===== config.mk =====
export PLATFORM = sky130hd
export DESIGN_NAME = eecfg_loader
export DESIGN_NICKNAME = d
export VERILOG_FILES = /design/src/core/eecfg_pkg.sv /design/src/core/eecfg_pin_sync.sv /design/src/core/eecfg_cfg_ram.sv /design/src/core/eecfg_loader.sv
export VERILOG_INCLUDE_DIRS = /design/src /design/src/core
export SDC_FILE = /design/constraint.sdc
export NUM_CORES = 1
export LEC_CHECK = 0
export BUFFER_PORTS_ARGS = -buffer_cell sky130_fd_sc_hd__clkbuf_2
export CAP_MARGIN = 30
export CORE_MARGIN = 2
export CORE_UTILIZATION = 64
export CTS_BUF_LIST = sky130_fd_sc_hd__clkbuf_8
export DETAILED_ROUTE_END_ITERATION = 7
export PLACE_DENSITY = 0.83
export SLEW_MARGIN = 20
export SYNTH_ARGS = -nofsm -noshare
export SYNTH_HDL_FRONTEND = slang
export SYNTH_SLANG_ARGS = --single-unit

===== constraint.sdc =====
create_clock -name i_clk -period 7.4 [get_ports i_clk]
set_clock_uncertainty 0.2 [all_clocks]
set_input_delay 1.48 -clock i_clk [delete_from_list [all_inputs] [get_ports i_clk]]
set_output_delay 1.48 -clock i_clk [all_outputs]
set_load 0.02 [all_outputs]

===== src/core/eecfg_defines.svh =====
// Purpose: constants of the power-on configuration loader
// Assumes: 16-bit configuration words, byte-wide switch registers
// Notes: definitions only
`ifndef EECFG_DEFINES_SVH
`define EECFG_DEFINES_SVH

// value that enables a two-bit enable field
`define EECFG_EN_VAL 2'h1

// configuration word numbers
`define EECFG_W_MAC0 6'h00
`define EECFG_W_MAC1 6'h01
`define EECFG_W_MAC2 6'h02
`define EECFG_W_AUTOLD 6'h03
`define EECFG_W_VID 6'h04
`define EECFG_W_PID 6'h05
`define EECFG_W_PINCTL 6'h06
`define EECFG_W_PHYCTL 6'h07
`define EECFG_W_GRPCTL 6'h10
`define EECFG_W_LAST 6'h2F

// auto-load control word field positions (low bit of each field)
`define EECFG_AL_ID 0
`define EECFG_AL_PIN 2
`define EECFG_AL_PHY 14

// group control word field positions
`define EECFG_G_SW 0
`define EECFG_G_PORT 2
`define EECFG_G_TAG 4
`define EECFG_G_VPRI 6
`define EECFG_G_VGRP 8
`define EECFG_G_TOS 10

// pin control word bits
`define EECFG_PIN_CS 0
`define EECFG_PIN_RD 1
`define EECFG_PIN_WR 2
`define EECFG_PIN_IRQLOW 3
`define EECFG_PIN_IRQOC 4
`define EECFG_PIN_W 5

// phy control word bits
`define EECFG_PHY_MDIX1 14
`define EECFG_PHY_MDIX0 15

// switch register offsets
`define EECFG_R_SW52 8'h52
`define EECFG_R_SW53 8'h53
`define EECFG_R_SW58 8'h58
`define EECFG_R_SW59 8'h59
`define EECFG_R_PC61 8'h61
`define EECFG_R_PC66 8'h66
`define EECFG_R_PC67 8'h67
`define EECFG_R_PC6D 8'h6D
`define EECFG_R_TAGL 8'h6E
`define EECFG_R_TAGH 8'h6F
`define EECFG_R_VPRL 8'hD0
`define EECFG_R_VPRH 8'hD1
`define EECFG_R_VGRP_HI 4'hB
`define EECFG_R_TOS_HI 4'hC

// port field of the register address
`define EECFG_PORT0 2'h0
`define EECFG_PORT1 2'h1
`define EECFG_PAGE_LD 2'h2
`define EECFG_PORT3 2'h3

// loader page offsets
`define EECFG_L_MAC0 8'h00
`define EECFG_L_VIDL 8'h06
`define EECFG_L_VIDH 8'h07
`define EECFG_L_PIDL 8'h08
`define EECFG_L_PIDH 8'h09
`define EECFG_L_PIN 8'h0A
`define EECFG_L_PHY 8'h0B
`define EECFG_L_STAT 8'h0C
`define EECFG_L_CTRL 8'h0D

// reset values
`define EECFG_CFG_RST 8'h00
`define EECFG_PIN_RST 5'h00
`define EECFG_MDIX_RST 1'b1
`define EECFG_NBYTES 56

`endif


===== src/core/eecfg_pkg.sv =====
// Purpose: types of the power-on configuration loader
// Assumes: nothing beyond the defines header
// Notes: constants live in eecfg_defines.svh
package eecfg_pkg;
  // loader sequencer states
  typedef enum logic [1:0] {S_FETCH, S_HIGH, S_DONE} eecfg_state_t;
endpackage


===== src/core/eecfg_pin_sync.sv =====
// Purpose: three-stage synchroniser with agreement filter for one pin
// Assumes: pin is asynchronous to i_clk
// Notes: output moves only when stages two and three agree
`timescale 1ns/1ps
module eecfg_pin_sync #(
  parameter logic RST_VAL = 1'b1
) (
  input wire logic i_clk,
  input wire logic i_srst,
  input wire logic i_ce,
  input wire logic i_pin,
  output logic o_level
);
  logic meta_r; // first stage, read only by the second
  logic s2_r;
  logic s3_r;

  // shift chain
  always_ff @(posedge i_clk)
  begin
    if (i_srst)
    begin
      meta_r <= RST_VAL;
      s2_r <= RST_VAL;
      s3_r <= RST_VAL;
    end
    else if (i_ce)
    begin
      meta_r <= i_pin;
      s2_r <= meta_r;
      s3_r <= s2_r;
    end
  end

  // accept a level once two stages agree
  always_ff @(posedge i_clk)
  begin
    if (i_srst)
      o_level <= RST_VAL;
    else if (i_ce && (s2_r == s3_r))
      o_level <= s3_r;
  end
endmodule


===== src/core/eecfg_cfg_ram.sv =====
// Purpose: byte store of the switch configuration registers
// Assumes: one write port, combinational read
// Notes: every byte returns to its default under reset
`timescale 1ns/1ps
`include "eecfg_defines.svh"
module eecfg_cfg_ram #(
  parameter int NBYTES = `EECFG_NBYTES,
  parameter int IW = 6
) (
  input wire logic i_clk,
  input wire logic i_srst,
  input wire logic i_ce,
  input wire logic i_we,
  input wire logic [IW-1:0] i_widx,
  input wire logic [7:0] i_wdata,
  input wire logic [IW-1:0] i_ridx,
  output logic [7:0] o_rdata
);
  logic [7:0] mem_r [NBYTES]; // configuration bytes

  generate
    if (NBYTES > (1 << IW))
    begin : g_chk
      $error("eecfg_cfg_ram: index too narrow for NBYTES");
    end
  endgenerate

  // write and reset to defaults
  always_ff @(posedge i_clk)
  begin
    if (i_srst)
    begin
      for (int i = 0; i < NBYTES; i++)
        mem_r[i] <= `EECFG_CFG_RST;
    end
    else if (i_ce && i_we && (int'(i_widx) < NBYTES))
      mem_r[i_widx] <= i_wdata;
  end

  // read, out of range gives zero
  always_comb
  begin
    if (int'(i_ridx) < NBYTES)
      o_rdata = mem_r[i_ridx];
    else
      o_rdata = 8'h00;
  end
endmodule


===== src/core/eecfg_loader.sv =====
// Purpose: power-on loader copying a configuration word image into switch registers
// Assumes: word source answers each request with a one-cycle valid; same clock
// Notes: register address is {port[1:0], offset[7:0]}; port field 2 is the loader page
`timescale 1ns/1ps
`include "eecfg_defines.svh"
module eecfg_loader #(
  parameter logic [15:0] VENDOR_ID_DEF = 16'h1234, // arbitrary value
  parameter logic [15:0] PRODUCT_ID_DEF = 16'h5678, // arbitrary value
  parameter int EE_AW = 6
) (
  input wire logic i_clk,
  input wire logic i_srst,
  input wire logic i_ce,
  // word source
  output logic o_ee_req,
  output logic [EE_AW-1:0] o_ee_addr,
  input wire logic i_ee_valid,
  input wire logic [15:0] i_ee_data,
  // register port
  input wire logic [9:0] i_addr,
  input wire logic [7:0] i_wdata,
  input wire logic i_wr,
  input wire logic i_rd,
  output logic [7:0] o_rdata,
  // processor pins
  input wire logic i_cs_pin,
  input wire logic i_read_strobe_in,
  input wire logic i_write_strobe_in,
  output logic o_cs_act,
  output logic o_rd_act,
  output logic o_wr_act,
  input wire logic i_irq_req,
  output logic o_irq_out,
  output logic o_irq_oe,
  // captured configuration
  output logic [47:0] o_mac_addr,
  output logic [15:0] o_vendor_id,
  output logic [15:0] o_product_id,
  output logic o_mdix_p0,
  output logic o_mdix_p1,
  output logic o_load_done
);
  eecfg_pkg::eecfg_state_t state_r; // sequencer state
  logic [5:0] word_r; // word being fetched
  logic [15:0] autold_r; // word 3 copy
  logic [15:0] grpctl_r; // word 16 copy
  logic [4:0] pinctl_r; // applied pin control
  logic [7:0] hi_byte_r; // high byte waiting for its write
  logic [9:0] hi_addr_r; // its register address
  logic reload_pulse; // software restart
  logic cs_lvl, rd_lvl, wr_lvl; // filtered pin levels
  // word target decode
  logic tgt_en;
  logic [9:0] tgt_lo;
  logic [9:0] tgt_hi;
  // store access
  logic ram_we;
  logic [9:0] ram_waddr;
  logic [7:0] ram_wdata;
  logic [6:0] widx_dec;
  logic [6:0] ridx_dec;
  logic [7:0] ram_rdata;
  logic loading;
  logic [7:0] rd_nxt;
  logic want_lvl;

  generate
    if (EE_AW < 6)
    begin : g_chk
      $error("eecfg_loader: word address needs 6 bits");
    end
  endgenerate

  // byte store index of a register address; bit 6 marks a hit
  function automatic logic [6:0] idx_of(input logic [9:0] a);
    logic [6:0] pb;
    logic [6:0] r;
    pb = 7'h00;
    r = 7'h00;
    if (a[9:8] == `EECFG_PORT1)
      pb = 7'h06;
    else if (a[9:8] == `EECFG_PORT3)
      pb = 7'h0C;
    if (a[9:8] != `EECFG_PAGE_LD)
    begin
      case (a[7:0])
        `EECFG_R_PC61: r = 7'h44 + pb;
        `EECFG_R_PC66: r = 7'h45 + pb;
        `EECFG_R_PC67: r = 7'h46 + pb;
        `EECFG_R_PC6D: r = 7'h47 + pb;
        `EECFG_R_TAGL: r = 7'h48 + pb;
        `EECFG_R_TAGH: r = 7'h49 + pb;
        default: r = 7'h00;
      endcase
    end
    if (a[9:8] == `EECFG_PORT0)
    begin
      if (a[7:0] == `EECFG_R_SW52)
        r = 7'h40;
      else if (a[7:0] == `EECFG_R_SW53)
        r = 7'h41;
      else if (a[7:0] == `EECFG_R_SW58)
        r = 7'h42;
      else if (a[7:0] == `EECFG_R_SW59)
        r = 7'h43;
      else if (a[7:0] == `EECFG_R_VPRL)
        r = 7'h56;
      else if (a[7:0] == `EECFG_R_VPRH)
        r = 7'h57;
      else if (a[7:4] == `EECFG_R_VGRP_HI)
        r = 7'h58 + {3'h0, a[3:0]};
      else if (a[7:4] == `EECFG_R_TOS_HI)
        r = 7'h68 + {3'h0, a[3:0]};
    end
    return r;
  endfunction

  // target registers and group gate of the current word
  always_comb
  begin
    tgt_en = 1'b0;
    tgt_lo = 10'h000;
    tgt_hi = 10'h000;
    case (word_r)
      6'h11, 6'h12:
      begin
        tgt_en = (grpctl_r[`EECFG_G_SW +: 2] == `EECFG_EN_VAL);
        tgt_lo = {`EECFG_PORT0, word_r[0] ? `EECFG_R_SW52 : `EECFG_R_SW58};
        tgt_hi = {`EECFG_PORT0, word_r[0] ? `EECFG_R_SW53 : `EECFG_R_SW59};
      end
      6'h13, 6'h14, 6'h15, 6'h16, 6'h19, 6'h1A:
      begin
        tgt_en = (grpctl_r[`EECFG_G_PORT +: 2] == `EECFG_EN_VAL);
        tgt_lo[9:8] = (word_r < 6'h15) ? `EECFG_PORT0 :
                      (word_r < 6'h17) ? `EECFG_PORT1 : `EECFG_PORT3;
        tgt_hi[9:8] = tgt_lo[9:8];
        tgt_lo[7:0] = word_r[0] ? `EECFG_R_PC61 : `EECFG_R_PC67;
        tgt_hi[7:0] = word_r[0] ? `EECFG_R_PC66 : `EECFG_R_PC6D;
        if (word_r == 6'h19)
        begin
          tgt_lo[7:0] = `EECFG_R_PC61;
          tgt_hi[7:0] = `EECFG_R_PC66;
        end
        else if (word_r == 6'h1A)
        begin
          tgt_lo[7:0] = `EECFG_R_PC67;
          tgt_hi[7:0] = `EECFG_R_PC6D;
        end
      end
      6'h1B, 6'h1C, 6'h1E:
      begin
        tgt_en = (grpctl_r[`EECFG_G_TAG +: 2] == `EECFG_EN_VAL);
        tgt_lo = {(word_r == 6'h1B) ? `EECFG_PORT0 :
                  (word_r == 6'h1C) ? `EECFG_PORT1 : `EECFG_PORT3, `EECFG_R_TAGL};
        tgt_hi = {tgt_lo[9:8], `EECFG_R_TAGH};
      end
      6'h1F:
      begin
        tgt_en = (grpctl_r[`EECFG_G_VPRI +: 2] == `EECFG_EN_VAL);
        tgt_lo = {`EECFG_PORT0, `EECFG_R_VPRL};
        tgt_hi = {`EECFG_PORT0, `EECFG_R_VPRH};
      end
      6'h20, 6'h21, 6'h22, 6'h23, 6'h24, 6'h25, 6'h26, 6'h27:
      begin
        tgt_en = (grpctl_r[`EECFG_G_VGRP +: 2] == `EECFG_EN_VAL);
        tgt_lo = {`EECFG_PORT0, `EECFG_R_VGRP_HI, word_r[2:0], 1'b0};
        tgt_hi = {`EECFG_PORT0, `EECFG_R_VGRP_HI, word_r[2:0], 1'b1};
      end
      6'h28, 6'h29, 6'h2A, 6'h2B, 6'h2C, 6'h2D, 6'h2E, 6'h2F:
      begin
        tgt_en = (grpctl_r[`EECFG_G_TOS +: 2] == `EECFG_EN_VAL);
        tgt_lo = {`EECFG_PORT0, `EECFG_R_TOS_HI, word_r[2:0], 1'b0};
        tgt_hi = {`EECFG_PORT0, `EECFG_R_TOS_HI, word_r[2:0], 1'b1};
      end
      default: tgt_en = 1'b0; // reserved and header words store nothing
    endcase
  end

  assign loading = (state_r != eecfg_pkg::S_DONE);
  assign o_ee_req = (state_r == eecfg_pkg::S_FETCH);
  assign o_ee_addr = EE_AW'(word_r);
  assign o_load_done = ~loading;
  assign reload_pulse = i_wr && ~loading && (i_addr == {`EECFG_PAGE_LD, `EECFG_L_CTRL}) && i_wdata[0];

  // fetch sequencer
  always_ff @(posedge i_clk)
  begin
    if (i_srst)
    begin
      state_r <= eecfg_pkg::S_FETCH;
      word_r <= `EECFG_W_MAC0;
    end
    else if (i_ce)
    begin
      case (state_r)
        eecfg_pkg::S_FETCH:
          if (i_ee_valid)
          begin
            if (tgt_en)
              state_r <= eecfg_pkg::S_HIGH; // high byte next cycle
            else if (word_r == `EECFG_W_LAST)
              state_r <= eecfg_pkg::S_DONE;
            else
              word_r <= word_r + 6'h01;
          end
        eecfg_pkg::S_HIGH:
          if (word_r == `EECFG_W_LAST)
            state_r <= eecfg_pkg::S_DONE;
          else
          begin
            word_r <= word_r + 6'h01;
            state_r <= eecfg_pkg::S_FETCH;
          end
        eecfg_pkg::S_DONE:
          if (reload_pulse)
          begin
            word_r <= `EECFG_W_MAC0;
            state_r <= eecfg_pkg::S_FETCH;
          end
        default: state_r <= eecfg_pkg::S_DONE;
      endcase
    end
  end

  // header words: address, ids, pin and phy control
  always_ff @(posedge i_clk)
  begin
    if (i_srst)
    begin
      o_mac_addr <= 48'h0000_0000_0000;
      o_vendor_id <= VENDOR_ID_DEF;
      o_product_id <= PRODUCT_ID_DEF;
      autold_r <= 16'h0000;
      grpctl_r <= 16'h0000;
      pinctl_r <= `EECFG_PIN_RST;
      o_mdix_p0 <= `EECFG_MDIX_RST;
      o_mdix_p1 <= `EECFG_MDIX_RST;
    end
    else if (i_ce && i_ee_valid && (state_r == eecfg_pkg::S_FETCH))
    begin
      case (word_r)
        `EECFG_W_MAC0: o_mac_addr[15:0] <= i_ee_data;
        `EECFG_W_MAC1: o_mac_addr[31:16] <= i_ee_data;
        `EECFG_W_MAC2: o_mac_addr[47:32] <= i_ee_data;
        `EECFG_W_AUTOLD: autold_r <= i_ee_data;
        `EECFG_W_VID:
          if (autold_r[`EECFG_AL_ID +: 2] == `EECFG_EN_VAL)
            o_vendor_id <= i_ee_data;
        `EECFG_W_PID:
          if (autold_r[`EECFG_AL_ID +: 2] == `EECFG_EN_VAL)
            o_product_id <= i_ee_data;
        `EECFG_W_PINCTL:
          if (autold_r[`EECFG_AL_PIN +: 2] == `EECFG_EN_VAL)
            pinctl_r <= i_ee_data[`EECFG_PIN_W-1:0];
        `EECFG_W_PHYCTL:
          if (autold_r[`EECFG_AL_PHY +: 2] == `EECFG_EN_VAL)
          begin
            o_mdix_p0 <= i_ee_data[`EECFG_PHY_MDIX0];
            o_mdix_p1 <= i_ee_data[`EECFG_PHY_MDIX1];
          end
        `EECFG_W_GRPCTL: grpctl_r <= i_ee_data;
        default: grpctl_r <= grpctl_r;
      endcase
    end
  end

  // park the high byte for the following cycle
  always_ff @(posedge i_clk)
  begin
    if (i_srst)
    begin
      hi_byte_r <= 8'h00;
      hi_addr_r <= 10'h000;
    end
    else if (i_ce && i_ee_valid && (state_r == eecfg_pkg::S_FETCH))
    begin
      hi_byte_r <= i_ee_data[15:8];
      hi_addr_r <= tgt_hi;
    end
  end

  // store write mux: loader while busy, software only once done
  always_comb
  begin
    ram_we = 1'b0;
    ram_waddr = i_addr;
    ram_wdata = i_wdata;
    if (state_r == eecfg_pkg::S_FETCH)
    begin
      ram_we = i_ee_valid && tgt_en; // low byte
      ram_waddr = tgt_lo;
      ram_wdata = i_ee_data[7:0];
    end
    else if (state_r == eecfg_pkg::S_HIGH)
    begin
      ram_we = 1'b1; // high byte to its partner register
      ram_waddr = hi_addr_r;
      ram_wdata = hi_byte_r;
    end
    else
      ram_we = i_wr && (ram_waddr[9:8] != `EECFG_PAGE_LD);
  end

  assign widx_dec = idx_of(ram_waddr);
  assign ridx_dec = idx_of(i_addr);

  eecfg_cfg_ram #(
    .NBYTES(`EECFG_NBYTES),
    .IW(6)
  ) u_ram (
    .i_clk(i_clk),
    .i_srst(i_srst),
    .i_ce(i_ce),
    .i_we(ram_we && widx_dec[6]),
    .i_widx(widx_dec[5:0]),
    .i_wdata(ram_wdata),
    .i_ridx(ridx_dec[5:0]),
    .o_rdata(ram_rdata)
  );

  // read data select
  always_comb
  begin
    rd_nxt = 8'h00;
    if (i_addr[9:8] == `EECFG_PAGE_LD)
    begin
      case (i_addr[7:0])
        `EECFG_L_VIDL: rd_nxt = o_vendor_id[7:0];
        `EECFG_L_VIDH: rd_nxt = o_vendor_id[15:8];
        `EECFG_L_PIDL: rd_nxt = o_product_id[7:0];
        `EECFG_L_PIDH: rd_nxt = o_product_id[15:8];
        `EECFG_L_PIN: rd_nxt = {3'h0, pinctl_r};
        `EECFG_L_PHY: rd_nxt = {6'h00, o_mdix_p0, o_mdix_p1};
        `EECFG_L_STAT: rd_nxt = {6'h00, loading, ~loading};
        default:
          if (i_addr[7:0] < `EECFG_L_VIDL)
            rd_nxt = o_mac_addr[{i_addr[2:0], 3'h0} +: 8];
      endcase
    end
    else if (~loading && ridx_dec[6])
      rd_nxt = ram_rdata; // hidden until loading ends
  end

  // read data one cycle after the strobe
  always_ff @(posedge i_clk)
  begin
    if (i_srst)
      o_rdata <= 8'h00;
    else if (i_ce && i_rd)
      o_rdata <= rd_nxt;
  end

  eecfg_pin_sync #(.RST_VAL(1'b1)) u_cs (
    .i_clk(i_clk), .i_srst(i_srst), .i_ce(i_ce), .i_pin(i_cs_pin), .o_level(cs_lvl)
  );
  eecfg_pin_sync #(.RST_VAL(1'b1)) u_rd (
    .i_clk(i_clk), .i_srst(i_srst), .i_ce(i_ce), .i_pin(i_read_strobe_in), .o_level(rd_lvl)
  );
  eecfg_pin_sync #(.RST_VAL(1'b1)) u_wr (
    .i_clk(i_clk), .i_srst(i_srst), .i_ce(i_ce), .i_pin(i_write_strobe_in), .o_level(wr_lvl)
  );

  // strobe polarity: clear bit means active low
  always_ff @(posedge i_clk)
  begin
    if (i_srst)
    begin
      o_cs_act <= 1'b0;
      o_rd_act <= 1'b0;
      o_wr_act <= 1'b0;
    end
    else if (i_ce)
    begin
      o_cs_act <= ~(cs_lvl ^ pinctl_r[`EECFG_PIN_CS]);
      o_rd_act <= ~(rd_lvl ^ pinctl_r[`EECFG_PIN_RD]);
      o_wr_act <= ~(wr_lvl ^ pinctl_r[`EECFG_PIN_WR]);
    end
  end

  assign want_lvl = i_irq_req ^ pinctl_r[`EECFG_PIN_IRQLOW];

  // interrupt pin level and drive type
  always_ff @(posedge i_clk)
  begin
    if (i_srst)
    begin
      o_irq_out <= 1'b0;
      o_irq_oe <= 1'b1;
    end
    else if (i_ce)
    begin
      if (pinctl_r[`EECFG_PIN_IRQOC])
      begin
        o_irq_out <= 1'b0; // pull low only, release otherwise
        o_irq_oe <= ~want_lvl;
      end
      else
      begin
        o_irq_out <= want_lvl;
        o_irq_oe <= 1'b1;
      end
    end
  end
endmodule


# After elaboration in Yosys (flattened, before gate mapping)
# Memory sizes are Yosys's and may differ from the RTL's.
# Cells that the tools add are included.
[totals]
ff_bits = 166
ramBits = 448
n_memories = 1
output_inout_bits = 103
word_cells = 273
[mem_list]
columns = ["memory", "depth", "width", "read_ports", "rd_clocked_by_memory_dff", "write_ports", "line", "rtl"]
rows = [
  ["u_ram.mem_r", 56, 8, 1, 0, 56, "eecfg_cfg_ram.sv:19", "logic [7:0] mem_r [NBYTES];"],
]
[classes]
add_sub_neg = 17
order_cmp = 5
muxes = 73
eq_ne = 98
n_reduce_logical = 37
shift = 1
bitwise = 9
[op_table]
columns = ["operator", "count"]
rows = [
  ["$eq A8 B7 Y1 const B", 20],
  ["$mux W7", 20],
  ["$pmux W10 S6", 2],
  ["$eq A6 B6 Y1 const B", 16],
  ["$add A7 B7 Y7 const A", 12],
  ["$pmux W7 S6", 2],
  ["$eq A6 B5 Y1 const B", 13],
  ["$mux W8", 7],
  ["$pmux W8 S7", 1],
  ["$shiftx A48 B7 Y8", 1],
  ["$eq A8 B4 Y1 const B", 5],
  ["$mux W4", 9],
  ["$eq A8 B8 Y1 const B", 4],
  ["$mux W6", 5],
  ["$eq A2 B1 Y1 const B", 12],
  ["$eq A6 B3 Y1 const B", 4],
  ["$reduce_or A8 Y1", 3],
  ["$mux W10", 2],
  ["$mux W2", 9],
  ["$pmux W6 S3", 1],
  ["$eq A4 B4 Y1 const B", 4],
  ["$eq A8 B3 Y1 const B", 2],
  ["$logic_and A1 B1 Y1", 15],
  ["$add A6 B5 Y7 const A", 2],
  ["other kinds (29)", 69],
]

# Longest topological paths before layout
# Gate-level depths: netlist (run 1).
[logic_depth]
ltp_word = 28
depth_mapped = 23
ltp_nobuf = 18

# Hierarchy
# From an unflattened synthesis (run 1), not the netlist that was laid out.
[unflattened]
hier_cells = 2451
hier_area_um2 = 29589.6
[modules_own_cells]
columns = ["mod", "area_each_um2", "n_inst", "cells_per_inst"]
rows = [
  ["eecfg_cfg_ram", 20905.0, 1, 1338],
  ["eecfg_loader", 8241.7, 1, 1068],
  ["eecfg_pin_sync", 147.6, 3, 15],
]

# Worst setup path before layout (run 1)
# No wires, ideal clock.
[synth_timing]
path_type = "register to register"
startpoint = "register word_r[0] (netlist: o_ee_addr[0])"
endpoint = "memory u_ram.mem_r[12][0] (enable)"
stages_incl_launch_ff = 22
setup_ns = 0.387
required_time_ns = 6.813
setup_slack_ns = 1.001
t_arrival_ns = 5.813
synth_period_minus_slack_ns = 6.399
cell_sequence = "dfxtp_1 > inv_1 > ha_1 > buf_6 > or4_4 > a221oi_2 > o31ai_1 > or4b_1 > buf_2 > a2111oi_4 > o21ai_0 > ha_1 > fa_1 > xnor2_1 > a211oi_1 > o21ai_0 > and3_1 > or3b_1 > buf_2 > buf_6 > buf_4 > o31ai_1"
[synth_rtl]
columns = ["item", "line", "rtl"]
rows = [
  ["start, declared", "eecfg_loader.sv:44", "logic [5:0] word_r;"],
  ["start signal, assigned", "eecfg_loader.sv:191", "word_r <= `EECFG_W_MAC0;"],
  ["start signal, assigned", "eecfg_loader.sv:204", "word_r <= word_r + 6'h01;"],
  ["start signal, assigned", "eecfg_loader.sv:211", "word_r <= word_r + 6'h01;"],
  ["end, declared", "eecfg_cfg_ram.sv:19", ""],
]

==> results of run 1 <==
==> logic make-up (layout without fill, tap and decap cells) <==
| family | Yosys count | in the layout | synth area share [%] |
|---|---|---|---|
| AOI/OAI and AO/OA | 497 | 497 | 11.1 |
| xor gates and xnor gates | 11 | 11 | 0.313 |
| adders and majority gates | 13 | 13 | 0.577 |
| buffers and inverters | 384 | 505 | 5.11 |
| DFF | 604 | 604 | 53.8 |
| muxes | 125 | 125 | 5.00 |
| other | 0 | 4 | 0 |
| and+or+nand+nor | 1427 | 1427 | 24.1 |
==> stage by stage <==
| step | hold WS [ps] | instance area (um^2) | setup WS (ps) | power (mW) | cells |
|---|---|---|---|---|---|
| floorplan | 231 | 30800 | 1000 | 4.10 | 3061 |
| global placement | 239 | 32300 | 749 | 4.29 | 3610 |
| detailed placement | 242 | 32300 | 560 | 4.30 | 3611 |
| CTS | 249 | 34400 | 559 | 7.29 | 3793 |
| global route | 268 | 34400 | 196 | 7.48 | 3799 |
| finish | 253 | 34400 | 581 | 7.32 | 3801 |
==> cell type report <==
type	instances	area [um^2]	area share [%]
Clock inverter	71	536	1.55
Sequential cell	604	16600	48.1
Inverter	24	91.3	0.265
Antenna cell	4	10.0	0.0291
Multi-Input combinational cell	2073	12900	37.5
Timing Repair Buffer	299	2010	5.85
Tap cell	615	769	2.23
Clock buffer	111	1530	4.43
==> Yosys cell counts, drive strengths merged (8+ instances only) <==
cell type  number  area, um^2
dfxtp         156        3120
a21o           18         135
a21oi         137         686
mux2i          92         921
inv            22        82.6
edfxtp        448       13500
a211oi         11        82.6
nor2           90         338
a2111oi         8         108
o22ai           8        68.8
ha             11         138
xnor2          10        87.6
nand3         161         811
clkbuf        279        1050
o2111ai         8        70.1
and2           15        93.8
and3           29         181
o31ai          53         398
a311oi         16         140
nor3           94         475
nor4          397        2790
a32oi          14         123
nor3b          10        75.1
nand2b         11        68.8
buf            81         435
mux2           11         124
nor2b          13        81.3
mux4           22         495
nand2         550        2060
a31oi          31         194
o21ai          87         450
a221o          13         130
nand4          14        87.6
a22oi          17         133
==> power breakdown <==
part | leakage (nW) | total [mW] | internal (mW) | switching (mW)
clock network | 1.15 | 3.06 | 1.66 | 1.40
registers | 5.89 | 3.76 | 3.72 | 0.0412
logic | 4.73 | 0.496 | 0.134 | 0.361
total | 11.8 | 7.32 | 5.52 | 1.80
==> flip-flops by register name, summed over array words and instances (netlist names), 5 cells and up <==
register      flops
autold_r          6
grpctl_r         12
hi_byte_r         8
pinctl_r          5
o_rdata           8
hi_addr_r        10
o_ee_addr         6
o_mac_addr       48
u_ram.mem_r     448
o_vendor_id      16
o_product_id     16
==> worst max path at each step <==
| stage | startpoint | to | depth (start not counted) |
|---|---|---|---|
| after detailed placement | i_addr[6] | u_ram.mem_r[20][2]$_SDFFCE_PN0P_ | 14 |
| final | o_ee_addr[0]$_SDFFE_PP0P_ | u_ram.mem_r[24][1]$_SDFFCE_PN0P_ | 18 |
| after global routing | o_ee_addr[0]$_SDFFE_PP0P_ | u_ram.mem_r[29][4]$_SDFFCE_PN0P_ | 18 |
| after CTS | o_ee_addr[0]$_SDFFE_PP0P_ | u_ram.mem_r[20][2]$_SDFFCE_PN0P_ | 15 |
| after global placement | i_addr[6] | u_ram.mem_r[20][2]$_SDFFCE_PN0P_ | 14 |
| after floorplan | o_ee_addr[0]$_SDFFE_PP0P_ | u_ram.mem_r[12][0]$_SDFFCE_PN0P_ | 21 |
==> worst max-delay path, stage by stage, from the launching register on <==
cell and delay [ps]:
dfxtp_1 560, inv_1 170, ha_1 380, or4_4 610, a221oi_2 240, o31ai_1 220
or4b_1 710, a2111oi_4 460, o21ai_0 170, ha_1 240, fa_1 440, xnor2_1 140
a211oi_1 210, o21ai_0 110, and3_1 250, or3b_4 580, buf_12 270, o31ai_1 290
buf_4 220
==> per-layer routing <==
metal | track usage (%) | up-vias | share of wire (%)
met5 | 0 | - | 0.013
li1 | - | 11700 | -
met4 | 21.4 | 2 | 5.8
met2 | 58.2 | 2278 | 44
met1 | 50.8 | 12900 | 36
met3 | 10.9 | 441 | 14
==> insert_results.sql, run 1 <==
INSERT INTO impl_metrics (metric_group, metric, value, unit) VALUES
('logic_synthesis', 'synth_cells', '3061', ''),
('finish', 'final_common_cell', 'nand2_1', ''),
('global_route', 'grt.total_usage', '38.7', '%'),
('pwr', 'worst_ir_drop_vdd', '0.173', 'mV'),
('floorplan', 'die_x', '223', 'um'),
('logic_synthesis', 'synth-edff-count', '448', ''),
('timing', 'finalCriticalPeriod', '6820', 'ps'),
('global_route', 'overflow_after_grt', '0', ''),
('route', 'antenna_left', '0', ''),
('cts', 'max-clock-path-buffers', '3', ''),
('floorplan', 'initial_core_util', '64.7', '%'),
('floorplan', 'core-area', '0.0476', 'mm^2'),
('route', 'via_per_inst', '7.19', ''),
('cts', 'postCtsSetupBuffers', '0', ''),
('route', 'dr_total_vias', '27300', ''),
('floorplan', 'ioPinCount', '147', ''),
('route', 'drc_violations_left', '3', ''),
('global_route', 'grt_first_pass_wirelength', '148000', 'um'),
('finish', 'design.final.nets', '3157', ''),
('logic_synthesis', 'synth.net_count', '3118', ''),
('floorplan', 'die_area', '0.0499', 'mm^2'),
('floorplan', 'dieHeight', '223', 'um'),
('status', 'run_status', 'finished, violations left', ''),
('route', 'drt_first_pass_iters', '8', ''),
('min_path', 'min_path_cells', '2', ''),
('cts', 'clk_pin_slew_worst_paths', '60', 'ps'),
('timing', 'min_period_over_period', '92.2', '%'),
('logic_synthesis', 'synthesized_area_per_cell', '10.1', 'um^2'),
('flow_run', 'drv.max_cap_violation_count', '0', ''),
('worst_setup_path', 'critPathLaunchType', 'register', ''),
('logic_synthesis', 'yosys_warnings', '0', ''),
('worst_setup_path', 'reg_to_reg_endpoint', 'u_ram.mem_r[24][1]$_SDFFCE_PN0P_', ''),
('placement', 'place.gp.congestion', '1.02', ''),
('pwr', 'powerDensity', '213', 'mW/mm^2'),
('route', 'detail_route.wirelength', '98100', 'um'),
('finish', 'fillCellCount', '3270', ''),
('min_path', 'min_to', 'autold_r[1]$_SDFFE_PP0P_', ''),
('finish', 'drive_above_1_share', '18.3', '%'),
('min_path', 'class_of_the_worst_hold_path', 'reg2reg', ''),
('worst_setup_path', 'crit_path_max_fanout', '41', ''),
('worst_setup_path', 'crit_path_end_kind', 'register', ''),
('worst_setup_path', 'critical_path_arrival', '7030', 'ps'),
('timing', 'fin_tns_setup', '0', 'ps'),
('finish', 'syn_to_final_growth', '11.8', '%'),
('placement', 'place.detailed.hpwl', '62400', 'um'),
('logic_synthesis', 'post_synth_instance_area', '0.0308', 'mm^2'),
('cts', 'cts_inserted_buffers', '98', ''),
('timing', 'drv_slew', '0', ''),
('cts', 'cts_resized', '0', ''),
('worst_setup_path', 'reg2reg_setup_slack', '580', 'ps'),
('worst_setup_path', 'timing.critical_path.required', '7610', 'ps'),
('cts', 'worst_skew_pair.late_latency', '710', 'ps'),
('logic_synthesis', 'asyncSetResetFlopFracSynth', '0', '%'),
('logic_synthesis', 'ys_types', '93', ''),
('worst_setup_path', 'ff2ff_path_depth', '18', ''),
('logic_synthesis', 'ys_ff_latch', '604', ''),
('global_route', 'grt_antenna_before_repair', '6', ''),
('route', 'count_of_routing_violations_after_the_opening_detailed_route_iteration', '4285', ''),
('timing', 'max_clock_freq', '147', 'MHz'),
('min_path', 'min_from', 'autold_r[1]$_SDFFE_PP0P_', ''),
('global_route', 'grt_start_max_net_pins', '107', ''),
('worst_setup_path', 'timing.setup.critical_path_class', 'reg2reg', ''),
('cts', 'hold_buffers', '0', ''),
('finish', 'layout.core_utilization', '72.3', '%'),
('logic_synthesis', 'dominantRegCellSynth', 'edfxtp_1', ''),
('timing', 'worst_slew_pin_slew', '1070', 'ps'),
('timing', 'slew_headroom', '28.7', '%'),
('global_route', 'first_global_vias', '25200', ''),
('cts', 'cts.sinks', '604', ''),
('worst_setup_path', 'worst_r2r_startpoint', 'o_ee_addr[0]$_SDFFE_PP0P_', ''),
('cts', 'ctsHtreeMaxLevel', '3', ''),
('status', 'violations', 'DRC', ''),
('cts', 'cts-root-buf', 'clkbuf_8', ''),
('floorplan', 'floorplan.rows', '80', ''),
('timing', 'rsz0062_at_grt', 'false', ''),
('logic_synthesis', 'synth_sequential_area_ratio', '53.8', '%'),
('timing', 'setup_viol_count_final', '0', ''),
('route', 'wl_per_cell', '25.8', 'um'),
('pwr', 'power.leakage', '11.8', 'nW'),
('placement', 'io_buffers', '146', ''),
('finish', 'mostFrequentLayoutCells', 'nand2_1, edfxtp_1, nor4_1, nand3_1, dfxtp_1', ''),
('timing', 'hold_viol', '0', ''),
('cts', 'tritoncts', 'built', '');
Power figures use the tool's default switching activity.
==> run 2, diff against run 1 <==
--- a/config.mk
+++ b/config.mk
@@ -6,13 +6,13 @@
 export SDC_FILE = /design/constraint.sdc
 export NUM_CORES = 1
 export LEC_CHECK = 0
+export ABC_AREA = 1
 export BUFFER_PORTS_ARGS = -buffer_cell sky130_fd_sc_hd__clkbuf_2
 export CAP_MARGIN = 30
 export CORE_MARGIN = 2
-export CORE_UTILIZATION = 64
-export CTS_BUF_LIST = sky130_fd_sc_hd__clkbuf_8
+export CORE_UTILIZATION = 62
 export DETAILED_ROUTE_END_ITERATION = 7
-export PLACE_DENSITY = 0.83
+export PLACE_DENSITY = 0.8
 export SLEW_MARGIN = 20
 export SYNTH_ARGS = -nofsm -noshare
 export SYNTH_HDL_FRONTEND = slang
==> run 2 against run 1 <==
Net effect: the flow now finishes without violations; first-iteration DRC count is 15% lower; largest cell class unchanged; die area increased by 0.71%; combinational power increased by 1%; sequential power about the same.
==> insert_results.sql, run 2 <==
INSERT INTO impl_metrics (metric_group, metric, value, unit) VALUES
('status', 'run_status', 'finished, final reports clean', ''),
('logic_synthesis', 'synth_cells', '3440', ''),
('placement', 'io_buffers', '146', ''),
('timing', 'drv_slew', '0', ''),
('global_route', 'overflow_after_grt', '0', ''),
('pwr', 'total_power', '7.48', 'mW'),
('global_route', 'first_global_vias', '25000', ''),
('finish', 'drive_above_1_share', '12.7', '%'),
('floorplan', 'die_x', '224', 'um'),
('floorplan', 'floorplan.rows', '80', ''),
('logic_synthesis', 'synth-edff-count', '448', ''),
('cts', 'hold_buffers', '0', ''),
('min_path', 'class_of_the_worst_hold_path', 'reg2reg', ''),
('route', 'wl_per_cell', '21.7', 'um'),
('global_route', 'grt_first_pass_wirelength', '137000', 'um'),
('finish', 'syn_to_final_growth', '10.0', '%'),
('timing', 'finalCriticalPeriod', '6160', 'ps'),
('worst_setup_path', 'critPathLaunchType', 'register', ''),
('cts', 'worst_skew_pair.late_latency', '650', 'ps'),
('finish', 'final_common_cell', 'nand2_1', ''),
('timing', 'slew_headroom', '28.4', '%'),
('timing', 'worst_slew_pin_slew', '1070', 'ps'),
('route', 'detail_route.wirelength', '88700', 'um'),
('timing', 'rsz0062_at_grt', 'false', ''),
('logic_synthesis', 'synth.net_count', '3497', ''),
('cts', 'cts_inserted_buffers', '59', ''),
('timing', 'fin_hold_ws', '254', 'ps'),
('cts', 'postCtsSetupBuffers', '0', ''),
('cts', 'cts.sinks', '604', ''),
('worst_setup_path', 'timing.setup.critical_path_class', 'reg2reg', ''),
('worst_setup_path', 'crit_path_max_fanout', '22', ''),
('logic_synthesis', 'asyncSetResetFlopFracSynth', '0', '%'),
('logic_synthesis', 'ys_ff_latch', '604', ''),
('worst_setup_path', 'worst_r2r_startpoint', 'o_ee_addr[0]$_SDFFE_PP0P_', ''),
('logic_synthesis', 'yosys-top-cells-area', 'edfxtp_1, dfxtp_1, nand2_1, nor3_1, nand3_1', ''),
('route', 'count_of_routing_violations_after_the_opening_detailed_route_iteration', '3631', ''),
('pwr', 'power.leakage', '13.1', 'nW'),
('placement', 'dpl-instance-area', '0.0309', 'mm^2'),
('logic_synthesis', 'post-synth-top-count-cell', 'nand2_1', ''),
('finish', 'design_area', '0.0331', 'mm^2'),
('cts', 'ctsHtreeMaxLevel', '2', ''),
('cts', 'cts-root-buf', 'clkbuf_16', ''),
('cts', 'clk_pin_slew_worst_paths', '60', 'ps'),
('worst_setup_path', 'reg_to_reg_endpoint', 'u_ram.mem_r[11][4]$_SDFFCE_PN0P_', ''),
('logic_synthesis', 'yosys_warnings', '0', ''),
('route', 'drc_violations_left', '0', ''),
('worst_setup_path', 'reg2reg_setup_slack', '1240', 'ps'),
('floorplan', 'core-area', '0.0478', 'mm^2'),
('logic_synthesis', 'post_synth_fa_ha_maj_area_fraction', '0.591', '%'),
('finish', 'design.final.nets', '3485', ''),
('placement', 'place.gp.congestion', '0.977', ''),
('global_route', 'grt_start_max_net_pins', '145', ''),
('cts', 'cts_resized', '0', ''),
('route', 'drt_first_pass_iters', '6', ''),
('worst_setup_path', 'critical_path_arrival', '6240', 'ps'),
('logic_synthesis', 'post_synth_instance_area', '0.0301', 'mm^2'),
('finish', 'mostFrequentLayoutCells', 'nand2_1, edfxtp_1, nor3_1, nand3_1, inv_1', ''),
('global_route', 'grt_antenna_before_repair', '3', ''),
('min_path', 'min_path_cells', '2', ''),
('placement', 'place.detailed.hpwl', '56800', 'um'),
('route', 'dr_total_vias', '26100', ''),
('logic_synthesis', 'yosys.area.top_type', 'edfxtp_1', ''),
('timing', 'hold_viol', '0', ''),
('finish', 'reg.largest.list', 'u_ram.mem_r (448), o_mac_addr (48)', ''),
('floorplan', 'dieHeight', '224', 'um'),
('logic_synthesis', 'synth-compound-area-share', '10.1', '%'),
('floorplan', 'die_area', '0.0503', 'mm^2'),
('worst_setup_path', 'crit_path_end_kind', 'register', ''),
('global_route', 'grt.total_usage', '35.1', '%'),
('logic_synthesis', 'synth_sequential_area_ratio', '55.1', '%'),
('worst_setup_path', 'timing.critical_path.required', '7480', 'ps'),
('min_path', 'min_from', 'u_rd.meta_r$_SDFFE_PP1P_', ''),
('floorplan', 'initial_core_util', '62.8', '%'),
('logic_synthesis', 'share_of_yosys_cell_area_claimed_by_the_top_area_cell_type', '44.7', '%'),
('placement', 'cell_total_after_placement', '3972', ''),
('logic_synthesis', 'synthesized_area_per_cell', '8.74', 'um^2'),
('finish', 'registers.top_by_ff_count', 'u_ram.mem_r', ''),
('logic_synthesis', 'post_synth_xor_area_fraction', '0.204', '%'),
('flow_run', 'drv.max_cap_violation_count', '0', ''),
('timing', 'setup_viol_count_final', '0', ''),
('floorplan', 'ioPinCount', '147', ''),
('pwr', 'worst_ir_drop_vdd', '0.211', 'mV'),
('logic_synthesis', 'dominantRegCellSynth', 'edfxtp_1', ''),
('logic_synthesis', 'synth_simple_gate_area_share', '26.7', '%'),
('logic_synthesis', 'netlist_top_cells_count', 'nand2_1, edfxtp_1, nor3_1', ''),
('route', 'antenna_left', '0', ''),
('cts', 'tritoncts', 'built', ''),
('worst_setup_path', 'ff2ff_path_depth', '26', ''),
('timing', 'max_clock_freq', '162', 'MHz'),
('timing', 'min_period_over_period', '83.3', '%'),
('cts', 'max-clock-path-buffers', '3', ''),
('logic_synthesis', 'ys_types', '59', ''),
('route', 'via_per_inst', '6.36', ''),
('min_path', 'min_to', 'u_rd.meta_r$_SDFFE_PP1P_', ''),
('pwr', 'powerDensity', '226', 'mW/mm^2'),
('finish', 'fin_cells', '4097', ''),
('logic_synthesis', 'synth_top_family_by_area', 'simple AND/OR/NAND/NOR gates', ''),
('timing', 'fin_tns_setup', '0', 'ps'),
('finish', 'largest_register_ffs', '448', ''),
('logic_synthesis', 'muxShareOfSynthArea', '0', '%');
## run 2: changes by cell type in the layout (fill, tap and decap cells not counted), sizes merged, moves of 83 or more
cell and change:
o21ai +130, buf -94, o211ai +83, nor3 +289, nor2 +83, nand3 +178, nand2 +243, mux2i -92
inv +222, nor4 -394
## run 2: stage by stage
| stage | utilization (%) | setup WS (ps) |
|---|---|---|
| 5_1_grt | 69.1 | 731 |
| 6_report | 69.1 | 1240 |
| 2_1_floorplan | - | 2270 |
| 3_5_place_dp | 64.6 | 1250 |
| 4_1_cts | 68.9 | 1380 |
| 3_3_place_gp | 64.6 | 1390 |
## run 2: layout make-up
type                            instances  area, um^2
Sequential cell                       604       16600
Fill cell                            3672       14800
Multi-Input combinational cell       2284       11400
Clock buffer                           77        1610
Timing Repair Buffer                  206        1260
Inverter                              273        1030
Tap cell                              615         769
Clock inverter                         35         444
Antenna cell                            3        7.51
## run 2: worst max-delay path by stage
stage                                        to  depth (start not counted)                      start  slack [ps]
2_1_floorplan   u_ram.mem_r[0][0]$_SDFFCE_PN0P_                         19                  i_addr[3]        2270
3_3_place_gp   u_ram.mem_r[10][2]$_SDFFCE_PN0P_                         20                  i_addr[2]        1390
3_5_place_dp   u_ram.mem_r[25][6]$_SDFFCE_PN0P_                         20                  i_addr[2]        1250
4_1_cts         u_ram.mem_r[9][6]$_SDFFCE_PN0P_                         26  o_ee_addr[0]$_SDFFE_PP0P_        1380
5_1_grt         u_ram.mem_r[8][1]$_SDFFCE_PN0P_                         26  o_ee_addr[0]$_SDFFE_PP0P_         730
6_report       u_ram.mem_r[11][4]$_SDFFCE_PN0P_                         26  o_ee_addr[0]$_SDFFE_PP0P_        1240
## run 2: logic make-up after synthesis
kind of cell | Yosys count
AND/OR/NAND/NOR | 1745
flip-flops | 604
buffers and inverters | 552
AO/OA/AOI/OAI | 519
adder cells (fa/ha/maj) | 13
XOR/XNOR | 7
## run 2: power by group
group	internal, mW	switching (mW)
clock network	1.86	1.34
logic	0.121	0.381
registers	3.73	0.0479
total	5.71	1.77
## run 2: routing by layer
metal / vias to the layer above / part of all wire, % / track usage [%]
met3: 312 / 11 / 6.77
met4: 0 / 5.3 / 18.1
met1: 12100 / 37 / 45.7
li1: 11800 / - / -
met2: 1774 / 46 / 56.3
met5: - / 0 / 0
## run 2: critical path: stages (launching register included)
cell     delay, ps
dfxtp_1        490
inv_1          210
ha_1           360
inv_1          110
nand2_1        110
nand3_2        120
nand2_2        100
a21oi_1        220
nand2_1        140
a21oi_2        280
inv_1          130
a21oi_1        180
nand3_1        120
nand2_1        100
nand2_1         60
ha_1           210
fa_1           440
xor2_1         160
nand2_1         70
nand3_1         70
nand2_1         50
nand2_1         70
nand2_2        110
inv_2          130
nand4_2        530
buf_4          450
o21ai_1        560
